<file path="src/common/rivm_regs.svh">
// Constants for the reset and interrupt vector map
`ifndef RIVM_REGS_SVH
`define RIVM_REGS_SVH
`define RIVM_ADDR_W        16
`define RIVM_NUM_SRC       24
`define RIVM_VEC_STEP      16'h0002
`define RIVM_RESET_ADDR    16'h0000
`define RIVM_IRQ_BASE      16'h0002
`define RIVM_ADDR_EXT0     16'h0002
`define RIVM_ADDR_PCG0     16'h0004
`define RIVM_ADDR_PCG1     16'h0006
`define RIVM_ADDR_SPI      16'h0018
`define RIVM_ADDR_USART_RX 16'h001a
`define RIVM_ADDR_USART_DE 16'h001c
`define RIVM_ADDR_USART_TX 16'h001e
`define RIVM_ADDR_EEPROM   16'h0028
`define RIVM_ADDR_SPM      16'h002a
`define RIVM_ADDR_LCD      16'h002c
`define RIVM_ADDR_PCG2     16'h002e
`define RIVM_ADDR_PCG3     16'h0030
`define RIVM_SRC_EXT0      0
`define RIVM_SRC_PCG0      1
`define RIVM_SRC_PCG1      2
`define RIVM_SRC_SPI       11
`define RIVM_SRC_USART_RX  12
`define RIVM_SRC_USART_DE  13
`define RIVM_SRC_USART_TX  14
`define RIVM_SRC_EEPROM    19
`define RIVM_SRC_SPM       20
`define RIVM_SRC_LCD       21
`define RIVM_SRC_PCG2      22
`define RIVM_SRC_PCG3      23
`define RIVM_CTRL_UNLOCK   0
`define RIVM_CTRL_RELOCATE 1
`define RIVM_UNLOCK_CYCLES 3'd4
`define RIVM_FUSE_UNPROG   1'b1
`endif

</file>
<file path="src/common/rivm_pkg.sv">
// Types for the reset and interrupt vector map
package rivm_pkg;
  typedef enum logic [1:0] {
    RIVM_S_IDLE   = 2'b00,
    RIVM_S_UNLOCK = 2'b01,
    RIVM_S_TAIL   = 2'b10
  } rivm_block_type;
  typedef logic [15:0] rivm_addr_type;
endpackage

</file>
<file path="src/rtl/rivm_vector_select.sv">
// Lowest-index pending source finder
`timescale 1ns/10ps
module rivm_vector_select #(
  parameter int N = 24
) (
  input  wire logic [N-1:0] req,
  output logic              any,
  output logic [4:0]        idx
);
  always_comb begin
    any = 1'b0;
    idx = 5'h00;
    // Scan downward so the lowest index lands last and wins
    for (int i = N - 1; i >= 0; i--) begin
      if (req[i]) begin
        any = 1'b1;
        idx = 5'(i);
      end
    end
  end
endmodule

</file>
<file path="src/rtl/rivm_top.sv">
// Reset and interrupt vector address map with relocation control
//
// Function
// - Every reset source goes to vector one at address 0x0000 while the boot fuse is unprogrammed.
// - External request zero uses vector two at table address 0x0002.
// - Pin-change group zero uses vector three at address 0x0004.
// - Pin-change group one uses vector four at address 0x0006.
// - The serial peripheral transfer-complete event uses vector thirteen at 0x0018.
// - The serial port receive, data-empty and transmit events sit at 0x001A, 0x001C and 0x001E.
// - EEPROM write done, store-program done and display frame start sit at 0x0028, 0x002A, 0x002C.
// - Pin-change groups two and three use vectors twenty-four and twenty-five at 0x002E and 0x0030.
// - Pin-change groups two and three exist only in the larger-package variant.
// - With the boot fuse programmed, the reset address reads 0x0000 during reset and the boot loader reset address from the third clock after it.
// - While relocation is selected each interrupt address is table address plus boot start.
// - Interrupt vectors start at 0x0002, or boot reset address plus 0x0002 when relocated.
// - Fuse value 1 means unprogrammed (reset at zero), 0 means programmed (boot address).
// - The unlock bit clears itself four cycles after being set, or when relocation is written.
// - Interrupts are held off from unlock until after the instruction after the relocate write.
`timescale 1ns/10ps
`include "rivm_regs.svh"
module rivm_top
  import rivm_pkg::*;
#(
  parameter bit HAS_EXTRA_PIN_CHANGE = 1'b1
) (
  input  wire logic                     clk_sys,
  input  wire logic                     rst,
  input  wire logic                     boot_reset_select_fuse,
  input  wire logic [`RIVM_ADDR_W-1:0]  boot_reset_addr,
  input  wire logic [`RIVM_NUM_SRC-1:0] irq_src,
  input  wire logic                     global_int_enable,
  input  wire logic                     ctrl_wr,
  input  wire logic [1:0]               ctrl_wdata,
  input  wire logic                     instr_done,
  output logic [`RIVM_ADDR_W-1:0]       reset_vector_addr,
  output logic                          irq_pending,
  output logic [`RIVM_ADDR_W-1:0]       irq_vector_addr,
  output logic [4:0]                    irq_vector_num,
  output logic                          irq_request,
  output logic                          irq_blocked,
  output logic                          vector_relocate_select,
  output logic                          vector_change_unlock
);

  logic                     fuse_meta_r;
  logic                     fuse_sync_r;
  logic [`RIVM_ADDR_W-1:0]  reset_vector_r;
  logic                     relocate_r;
  logic                     unlock_r;
  logic [2:0]               unlock_cnt_r;
  rivm_block_type           block_r;
  rivm_block_type           block_nxt;
  logic [`RIVM_NUM_SRC-1:0] src_live;
  logic                     sel_any;
  logic [4:0]               sel_idx;
  logic                     pending_r;
  logic [`RIVM_ADDR_W-1:0]  vec_addr_r;
  logic [4:0]               vec_num_r;
  logic                     wr_unlock;
  logic                     wr_relocate;
  logic                     unlock_timeout;
  logic [`RIVM_ADDR_W-1:0]  table_offset;
  logic [`RIVM_ADDR_W-1:0]  irq_base;

  // The fuse is a pin level; synchronise before use
  always_ff @(posedge clk_sys or posedge rst) begin
    if (rst) begin
      fuse_meta_r <= `RIVM_FUSE_UNPROG;
      fuse_sync_r <= `RIVM_FUSE_UNPROG;
    end else begin
      fuse_meta_r <= boot_reset_select_fuse;
      fuse_sync_r <= fuse_meta_r;
    end
  end

  // Fuse 1 keeps reset at zero, 0 moves it to the boot loader
  always_ff @(posedge clk_sys or posedge rst) begin
    if (rst) begin
      reset_vector_r <= `RIVM_RESET_ADDR;
    end else if (fuse_sync_r == `RIVM_FUSE_UNPROG) begin
      reset_vector_r <= `RIVM_RESET_ADDR;
    end else begin
      reset_vector_r <= boot_reset_addr;
    end
  end

  assign wr_unlock      = ctrl_wr && ctrl_wdata[`RIVM_CTRL_UNLOCK];
  assign wr_relocate    = ctrl_wr && unlock_r && !ctrl_wdata[`RIVM_CTRL_UNLOCK];
  assign unlock_timeout = unlock_r && (unlock_cnt_r == `RIVM_UNLOCK_CYCLES - 3'd1);

  // A new unlock write wins over the self-clear in the same cycle
  always_ff @(posedge clk_sys or posedge rst) begin
    if (rst) begin
      unlock_r     <= 1'b0;
      unlock_cnt_r <= 3'd0;
    end else if (wr_unlock) begin
      unlock_r     <= 1'b1;
      unlock_cnt_r <= 3'd0;
    end else if (wr_relocate || unlock_timeout) begin
      unlock_r     <= 1'b0;
      unlock_cnt_r <= 3'd0;
    end else if (unlock_r) begin
      unlock_cnt_r <= unlock_cnt_r + 3'd1;
    end
  end

  // Relocation only changes inside the unlock window
  always_ff @(posedge clk_sys or posedge rst) begin
    if (rst) begin
      relocate_r <= 1'b0;
    end else if (wr_relocate) begin
      relocate_r <= ctrl_wdata[`RIVM_CTRL_RELOCATE];
    end
  end

  always_comb begin
    block_nxt = block_r;
    case (block_r)
      RIVM_S_IDLE: begin
        block_nxt = RIVM_S_IDLE;
      end
      RIVM_S_UNLOCK: begin
        if (wr_relocate) begin
          block_nxt = RIVM_S_TAIL;
        end else if (unlock_timeout) begin
          block_nxt = RIVM_S_IDLE;
        end
      end
      RIVM_S_TAIL: begin
        if (instr_done) begin
          block_nxt = RIVM_S_IDLE;
        end
      end
      default: begin
        block_nxt = RIVM_S_IDLE;
      end
    endcase
    if (wr_unlock) begin
      block_nxt = RIVM_S_UNLOCK;
    end
  end

  always_ff @(posedge clk_sys or posedge rst) begin
    if (rst) begin
      block_r <= RIVM_S_IDLE;
    end else begin
      block_r <= block_nxt;
    end
  end

  // Block starts in the very cycle the unlock is written; global flag untouched
  assign irq_blocked = (block_r != RIVM_S_IDLE) || wr_unlock;

  generate
    if (HAS_EXTRA_PIN_CHANGE) begin : g_extra
      assign src_live = irq_src;
    end else begin : g_small
      // Smaller package has no pin-change groups two and three
      assign src_live = irq_src & ~((`RIVM_NUM_SRC'(1) << `RIVM_SRC_PCG2) |
                                    (`RIVM_NUM_SRC'(1) << `RIVM_SRC_PCG3));
    end
  endgenerate

  rivm_vector_select #(
    .N (`RIVM_NUM_SRC)
  ) u_select (
    .req (src_live),
    .any (sel_any),
    .idx (sel_idx)
  );

  // Source i is vector i+2, so its offset is step times (i+1)
  assign table_offset = `RIVM_ADDR_W'(`RIVM_VEC_STEP * (sel_idx + 5'd1));
  assign irq_base     = relocate_r ? boot_reset_addr : `RIVM_ADDR_W'(0);

  always_ff @(posedge clk_sys or posedge rst) begin
    if (rst) begin
      pending_r  <= 1'b0;
      vec_addr_r <= `RIVM_IRQ_BASE;
      vec_num_r  <= 5'd0;
    end else begin
      pending_r  <= sel_any;
      vec_addr_r <= irq_base + table_offset;
      vec_num_r  <= sel_idx + 5'd2;
    end
  end

  assign reset_vector_addr      = reset_vector_r;
  assign irq_pending            = pending_r;
  assign irq_vector_addr        = vec_addr_r;
  assign irq_vector_num         = vec_num_r;
  assign irq_request            = pending_r && global_int_enable && !irq_blocked;
  assign vector_relocate_select = relocate_r;
  assign vector_change_unlock   = unlock_r;
endmodule

</file>
<file path="config.mk">
export PLATFORM = sky130hd
export DESIGN_NAME = rivm_top
export DESIGN_NICKNAME = d
export VERILOG_FILES = /design/src/common/rivm_pkg.sv /design/src/rtl/rivm_vector_select.sv /design/src/rtl/rivm_top.sv
export VERILOG_INCLUDE_DIRS = /design/src /design/src/common
export SDC_FILE = /design/constraint.sdc
export NUM_CORES = 1
export LEC_CHECK = 0
export CELL_PAD_IN_SITES_DETAIL_PLACEMENT = 1
export CELL_PAD_IN_SITES_GLOBAL_PLACEMENT = 2
export CORE_ASPECT_RATIO = 0.9
export CORE_MARGIN = 2
export CORE_UTILIZATION = 40
export DETAILED_ROUTE_END_ITERATION = 10
export DONT_BUFFER_PORTS = 1
export PLACE_DENSITY_LB_ADDON = 0.25
export SLEW_MARGIN = 20
export SYNTH_ARGS = -nofsm -noshare
export SYNTH_HDL_FRONTEND = slang
export SYNTH_SLANG_ARGS = --single-unit
</file>
<file path="constraint.sdc">
create_clock -name clk_sys -period 4.05 [get_ports clk_sys]
set_input_delay 1.215 -clock clk_sys [delete_from_list [all_inputs] [get_ports clk_sys]]
set_output_delay 1.215 -clock clk_sys [all_outputs]
set_load 0.02 [all_outputs]
</file>
==> results_tabular.tex <==
\begin{tabular}{lr}
\hline
Metric & Value \\
\hline
\multicolumn{2}{l}{\textbf{Clock network}} \\
\quad Post-CTS clock slew at the launch and capture registers of the worst setup and hold paths & 90 ps \\
\quad TritonCTS clock tree & done \\
\quad Num CTS Buffers & 5 \\
\quad Total clock sinks & 47 \\
\quad Root Driver & sky130\_fd\_sc\_hd\_\_clkbuf\_8 \\
\quad Clock H-tree levels & 2 \\
\quad Clk buf depth & 2 \\
\quad Clock insertion delay at the later pin of the skew report & approximately 300 ps \\
\multicolumn{2}{l}{\textbf{Timing}} \\
\quad Final period utilization & 93.6\% \\
\quad Final number of hold-violating endpoints & 0 \\
\quad Final clock skew & 5.16 ps \\
\quad Setup repair after global routing missed its margin & false \\
\quad Slew margin rel. & 35.4\% \\
\quad Final setup TNS & 0 ps \\
\quad \# setup viols final & 0 \\
\quad Maximum clock rate & 264 MHz \\
\quad Clock period minus worst slack & 3790 ps \\
\quad Final setup margin & about 260 ps \\
\quad Pin slew with the least headroom to its limit & 968 ps \\
\quad Final Slew Violations & 0 \\
\quad Min Hold Slack & around 360 ps \\
\multicolumn{2}{l}{\textbf{Detailed routing}} \\
\quad Metal-1 WL & approximately 2.6 mm \\
\quad Uppermost signal routing layer after detailed routing & met4 \\
\quad Starting DRC count in detailed routing & 44 \\
\quad Vias after detailed routing & 1,756 \\
\quad Number of design rule violations left after detail routing & 0 \\
\quad Detail Route Antenna Nets & 0 \\
\quad Average wire per standard cell & 17.1 µm \\
\quad Iteration count of the initial detailed-routing pass & 4 \\
\quad Detailed-route vias per instance & 5.37 \\
\quad Total wire length after detailed routing & 5.58 mm \\
\quad Routed length on met3 & $\sim$330 µm \\
\quad Met2 wirelength from detailed routing & 2.59 mm \\
\multicolumn{2}{l}{\textbf{Global routing}} \\
\quad First-pass GRT wire length & 9.61 mm \\
\quad Largest net degree at the start of global routing & between 40 and 50 \\
\quad Grt ovf & 0 \\
\quad Vias in the first global route & approximately 1,900 \\
\quad Global router's overall resource usage & approximately 19\% \\
\quad Number of antenna violations at the first check in global routing & 0 \\
\multicolumn{2}{l}{\textbf{Synth}} \\
\quad Synthesized instance count & between 200 and 250 \\
\quad Top cell type by total area after synthesis & sky130\_fd\_sc\_hd\_\_dfrtp\_1 \\
\quad Number of synthesis warnings & 0 \\
\quad Number of flops mapped to enable cells by yosys & 0 \\
\quad Synth unique cells & 49 \\
\quad Sequential fraction of the synthesis area & 49.6\% \\
\quad Simple-gate share of the synthesized area & 22.1\% \\
\quad Post-synthesis area per instance & 10.2 µm² \\
\quad Fraction of registers with async set or reset after synthesis & 100\% \\
\quad Mapped cell area & around 0.0024 mm² \\
\quad Synthesized netlist net count & 293 \\
\quad Fraction of post-synthesis cell area in the top cell type by area & 46.3\% \\
\quad Adder and majority gate portion of the synthesized area & 6.10\% \\
\quad Xor and xnor fraction of the mapped netlist area & 4.42\% \\
\quad Compound-cell area share of the yosys netlist & 13.5\% \\
\quad Number of storage elements in the synthesis netlist & between 40 and 50 \\
\quad Area contributors post-synth & sky130\_fd\_sc\_hd\_\_dfrtp\_1 (46\%), sky130\_fd\_sc\_hd\_\_ha\_1 (5.3\%), sky130\_fd\_sc\_hd\_\_nor2b\_1 (4.7\%) \\
\quad Portion of netlist area occupied by mux cells & 1.74\% \\
\quad Dominant combinational cell family by area after synthesis & simple AND/OR/NAND/NOR gates \\
\quad Flip-flop cell with the highest count after synthesis & sky130\_fd\_sc\_hd\_\_dfrtp\_1 \\
\multicolumn{2}{l}{\textbf{Power}} \\
\quad Power Total & $\sim$1.1 mW \\
\quad Comb power frac & 16.8\% \\
\quad PwrDens & 406 mW/mm² \\
\quad Power share of the clock group & approximately 27\% \\
\quad Cell-internal power & 0.749 mW \\
\quad Seq pwr share & a little under three fifths \\
\quad Leakage power & 1.26 nW \\
\quad Net Sw Power & between 0.3 and 0.4 mW \\
\quad Worst IR drop on VDD & $\sim$0.00025 V \\
\quad Sw Ratio & 32.0\% \\
\multicolumn{2}{l}{\textbf{Setup path}} \\
\quad Maximum fanout count along the critical path & 3 \\
\quad Kind of end point of the critical path & register \\
\quad Type of the worst setup path & in2reg \\
\quad Critical path required time & around 4300 ps \\
\quad Data arrival time at the worst-slack endpoint & 4010 ps \\
\quad Type of element launching the critical path & primary input \\
\multicolumn{2}{l}{\textbf{Die}} \\
\quad Effective utilization at floorplan & between 40 and 50\% \\
\quad Horizontal die dimension & 85.3 µm \\
\quad Die Area & 0.00658 mm² \\
\quad Floorplan Core Area & 0.00573 mm² \\
\quad Height of the chip & around 77 µm \\
\quad I/O pin count & 90 \\
\quad Number of placement rows & 26 \\
\multicolumn{2}{l}{\textbf{Worst hold path}} \\
\quad Hold Path Class & reg2reg \\
\multicolumn{2}{l}{\textbf{Place}} \\
\quad Dpl hpwl & between 4 and 5 mm \\
\quad Post-place setup slack & -178 ps \\
\quad Count of buffers inserted at the top-level ports & 0 \\
\quad Placed Instance Area & 0.00259 mm² \\
\quad Routability congestion estimate & 0.741 \\
\multicolumn{2}{l}{\textbf{Run}} \\
\quad Max-Cap Viols & 0 \\
\multicolumn{2}{l}{\textbf{Finish}} \\
\quad Area added between synthesis and finish & 14.1\% \\
\quad Share of final-layout standard cells stronger than drive strength 1 & $\sim$17\% \\
\quad Layout Nets & around 320 \\
\quad Filler cell count in the final layout & 654 \\
\quad Post-Layout Inst Area & $\sim$0.0027 mm² \\
\quad Diode insertion count for antenna repair & 0 \\
\multicolumn{2}{l}{\textbf{Run status}} \\
\quad Status & finished, final reports clean \\
\hline
\end{tabular}
## cell families (layout without fill, tap and decap cells)
logic type	after synthesis	after routing
other	1	1
adders and majority gates	11	11
AOI/OAI and AO/OA	49	49
buffers and inverters	14	37
DFF	47	47
muxes	4	4
and+or+nand+nor	96	96
xor gates and xnor gates	12	12
## cell usage in the layout (no fill, tap or decap), drive strengths merged, types with 2 or more instances in the layout
cell,count
a211oi,3
a21o,2
a21oi,15
and2,12
and3,5
buf,19
clkbuf,6
dfrtp,44
dfstp,3
ha,10
inv,10
mux2i,3
nand2,22
nand2b,4
nand3,3
nor2,16
nor2b,18
nor3,3
nor4,4
o211ai,3
o21ai,8
o21bai,7
o31ai,2
or3,2
or4,2
xnor2,7
xor2,5
## layout make-up
class                           count  area (µm²)  share of cell area (%)
Clock buffer                        6        82.6                    3.04
Clock inverter                      2        16.3                   0.599
Inverter                           10        37.5                    1.38
Multi-Input combinational cell    173        1170                    43.0
Sequential cell                    47        1180                    43.5
Tap cell                           70        87.6                    3.23
Timing Repair Buffer               19         143                    5.26
## through the flow
step / utilization, % / std cells
2_1_floorplan: - / 234
3_3_place_gp: 45.2 / 319
3_5_place_dp: 45.2 / 319
4_1_cts: 47.0 / 327
5_1_grt: 47.4 / 327
6_report: 47.4 / 327
## worst max-delay path, cell delays in order
cell and delay, ps:
sky130_fd_sc_hd__or3_2 460, sky130_fd_sc_hd__o211ai_1 230, sky130_fd_sc_hd__a21oi_1 130, sky130_fd_sc_hd__o21ba_2 230, sky130_fd_sc_hd__ha_1 310, sky130_fd_sc_hd__fa_1 460
sky130_fd_sc_hd__a211oi_1 210, sky130_fd_sc_hd__buf_4 160, sky130_fd_sc_hd__o21bai_1 70, sky130_fd_sc_hd__a21oi_1 240, sky130_fd_sc_hd__o21ai_0 130, sky130_fd_sc_hd__a21boi_0 160
## Yosys cell counts (2+ instances only)
cell type / count
sky130_fd_sc_hd__o21bai_1: 7
sky130_fd_sc_hd__nand2b_1: 4
sky130_fd_sc_hd__a21o_1: 2
sky130_fd_sc_hd__o21ai_0: 7
sky130_fd_sc_hd__mux2i_1: 3
sky130_fd_sc_hd__nand3_1: 3
sky130_fd_sc_hd__dfstp_2: 3
sky130_fd_sc_hd__and3_1: 5
sky130_fd_sc_hd__nor2b_1: 18
sky130_fd_sc_hd__nor2_1: 16
sky130_fd_sc_hd__nor4_1: 3
sky130_fd_sc_hd__o31ai_1: 2
sky130_fd_sc_hd__ha_1: 10
sky130_fd_sc_hd__o211ai_1: 3
sky130_fd_sc_hd__dfrtp_1: 44
sky130_fd_sc_hd__a211oi_1: 3
sky130_fd_sc_hd__clkbuf_1: 3
sky130_fd_sc_hd__and2_1: 11
sky130_fd_sc_hd__xnor2_1: 7
sky130_fd_sc_hd__nand2_1: 22
sky130_fd_sc_hd__nor3_1: 3
sky130_fd_sc_hd__inv_1: 10
sky130_fd_sc_hd__a21oi_1: 15
sky130_fd_sc_hd__xor2_1: 5
## per-layer routing
metal / vias up / global-route usage [%]
li1: 846 / -
met1: 857 / 25.0
met2: 51 / 29.2
met3: 2 / 5.49
met4: 0 / 4.76
met5: - / 0
## sequential cells by signal, indices dropped and copies added (netlist names)
signal,cells
vector_change_unlock,1
fuse_sync_r,1
irq_vector_addr,16
unlock_cnt_r,3
irq_vector_num,5
irq_pending,1
vector_relocate_select,1
fuse_meta_r,1
block_r,2
reset_vector_addr,16
## path summary, 6_finish.rpt
path                                                          from                              end  slack (ps)  cells past startpoint
max in group asynchronous                                      rst     irq_vector_addr[4]$_DFF_PP0_        2440                      1
min in group asynchronous                                      rst  reset_vector_addr[15]$_DFF_PP0_        1010                      1
worst min register to register               fuse_meta_r$_DFF_PP1_            fuse_sync_r$_DFF_PP1_         360                      0
worst max register to register  vector_relocate_select$_DFFE_PP0P_     irq_vector_addr[9]$_DFF_PP0_        1740                      9
worst max-delay path                                   irq_src[17]     irq_vector_addr[9]$_DFF_PP0_         260                     12
worst min-delay path                         fuse_meta_r$_DFF_PP1_            fuse_sync_r$_DFF_PP1_         360                      0
## repair_timing
action                                  CTS  global route
hold buffers                              0             0
endpoints found under the setup margin    0             9
setup buffers                             0             0
resized for setup                         0             6
endpoints found under the hold margin     0             0
## power by group through the flow
stage          logic (mW)  registers, mW  clock network [mW]
6_report            0.186          0.615               0.302
5_1_grt             0.215          0.622               0.330
4_1_cts             0.187          0.617               0.313
3_3_place_gp        0.181          0.625                   0
2_1_floorplan       0.135          0.613                   0
3_5_place_dp        0.183          0.624                   0
No activity file was read; power rests on OpenSTA's default activity.
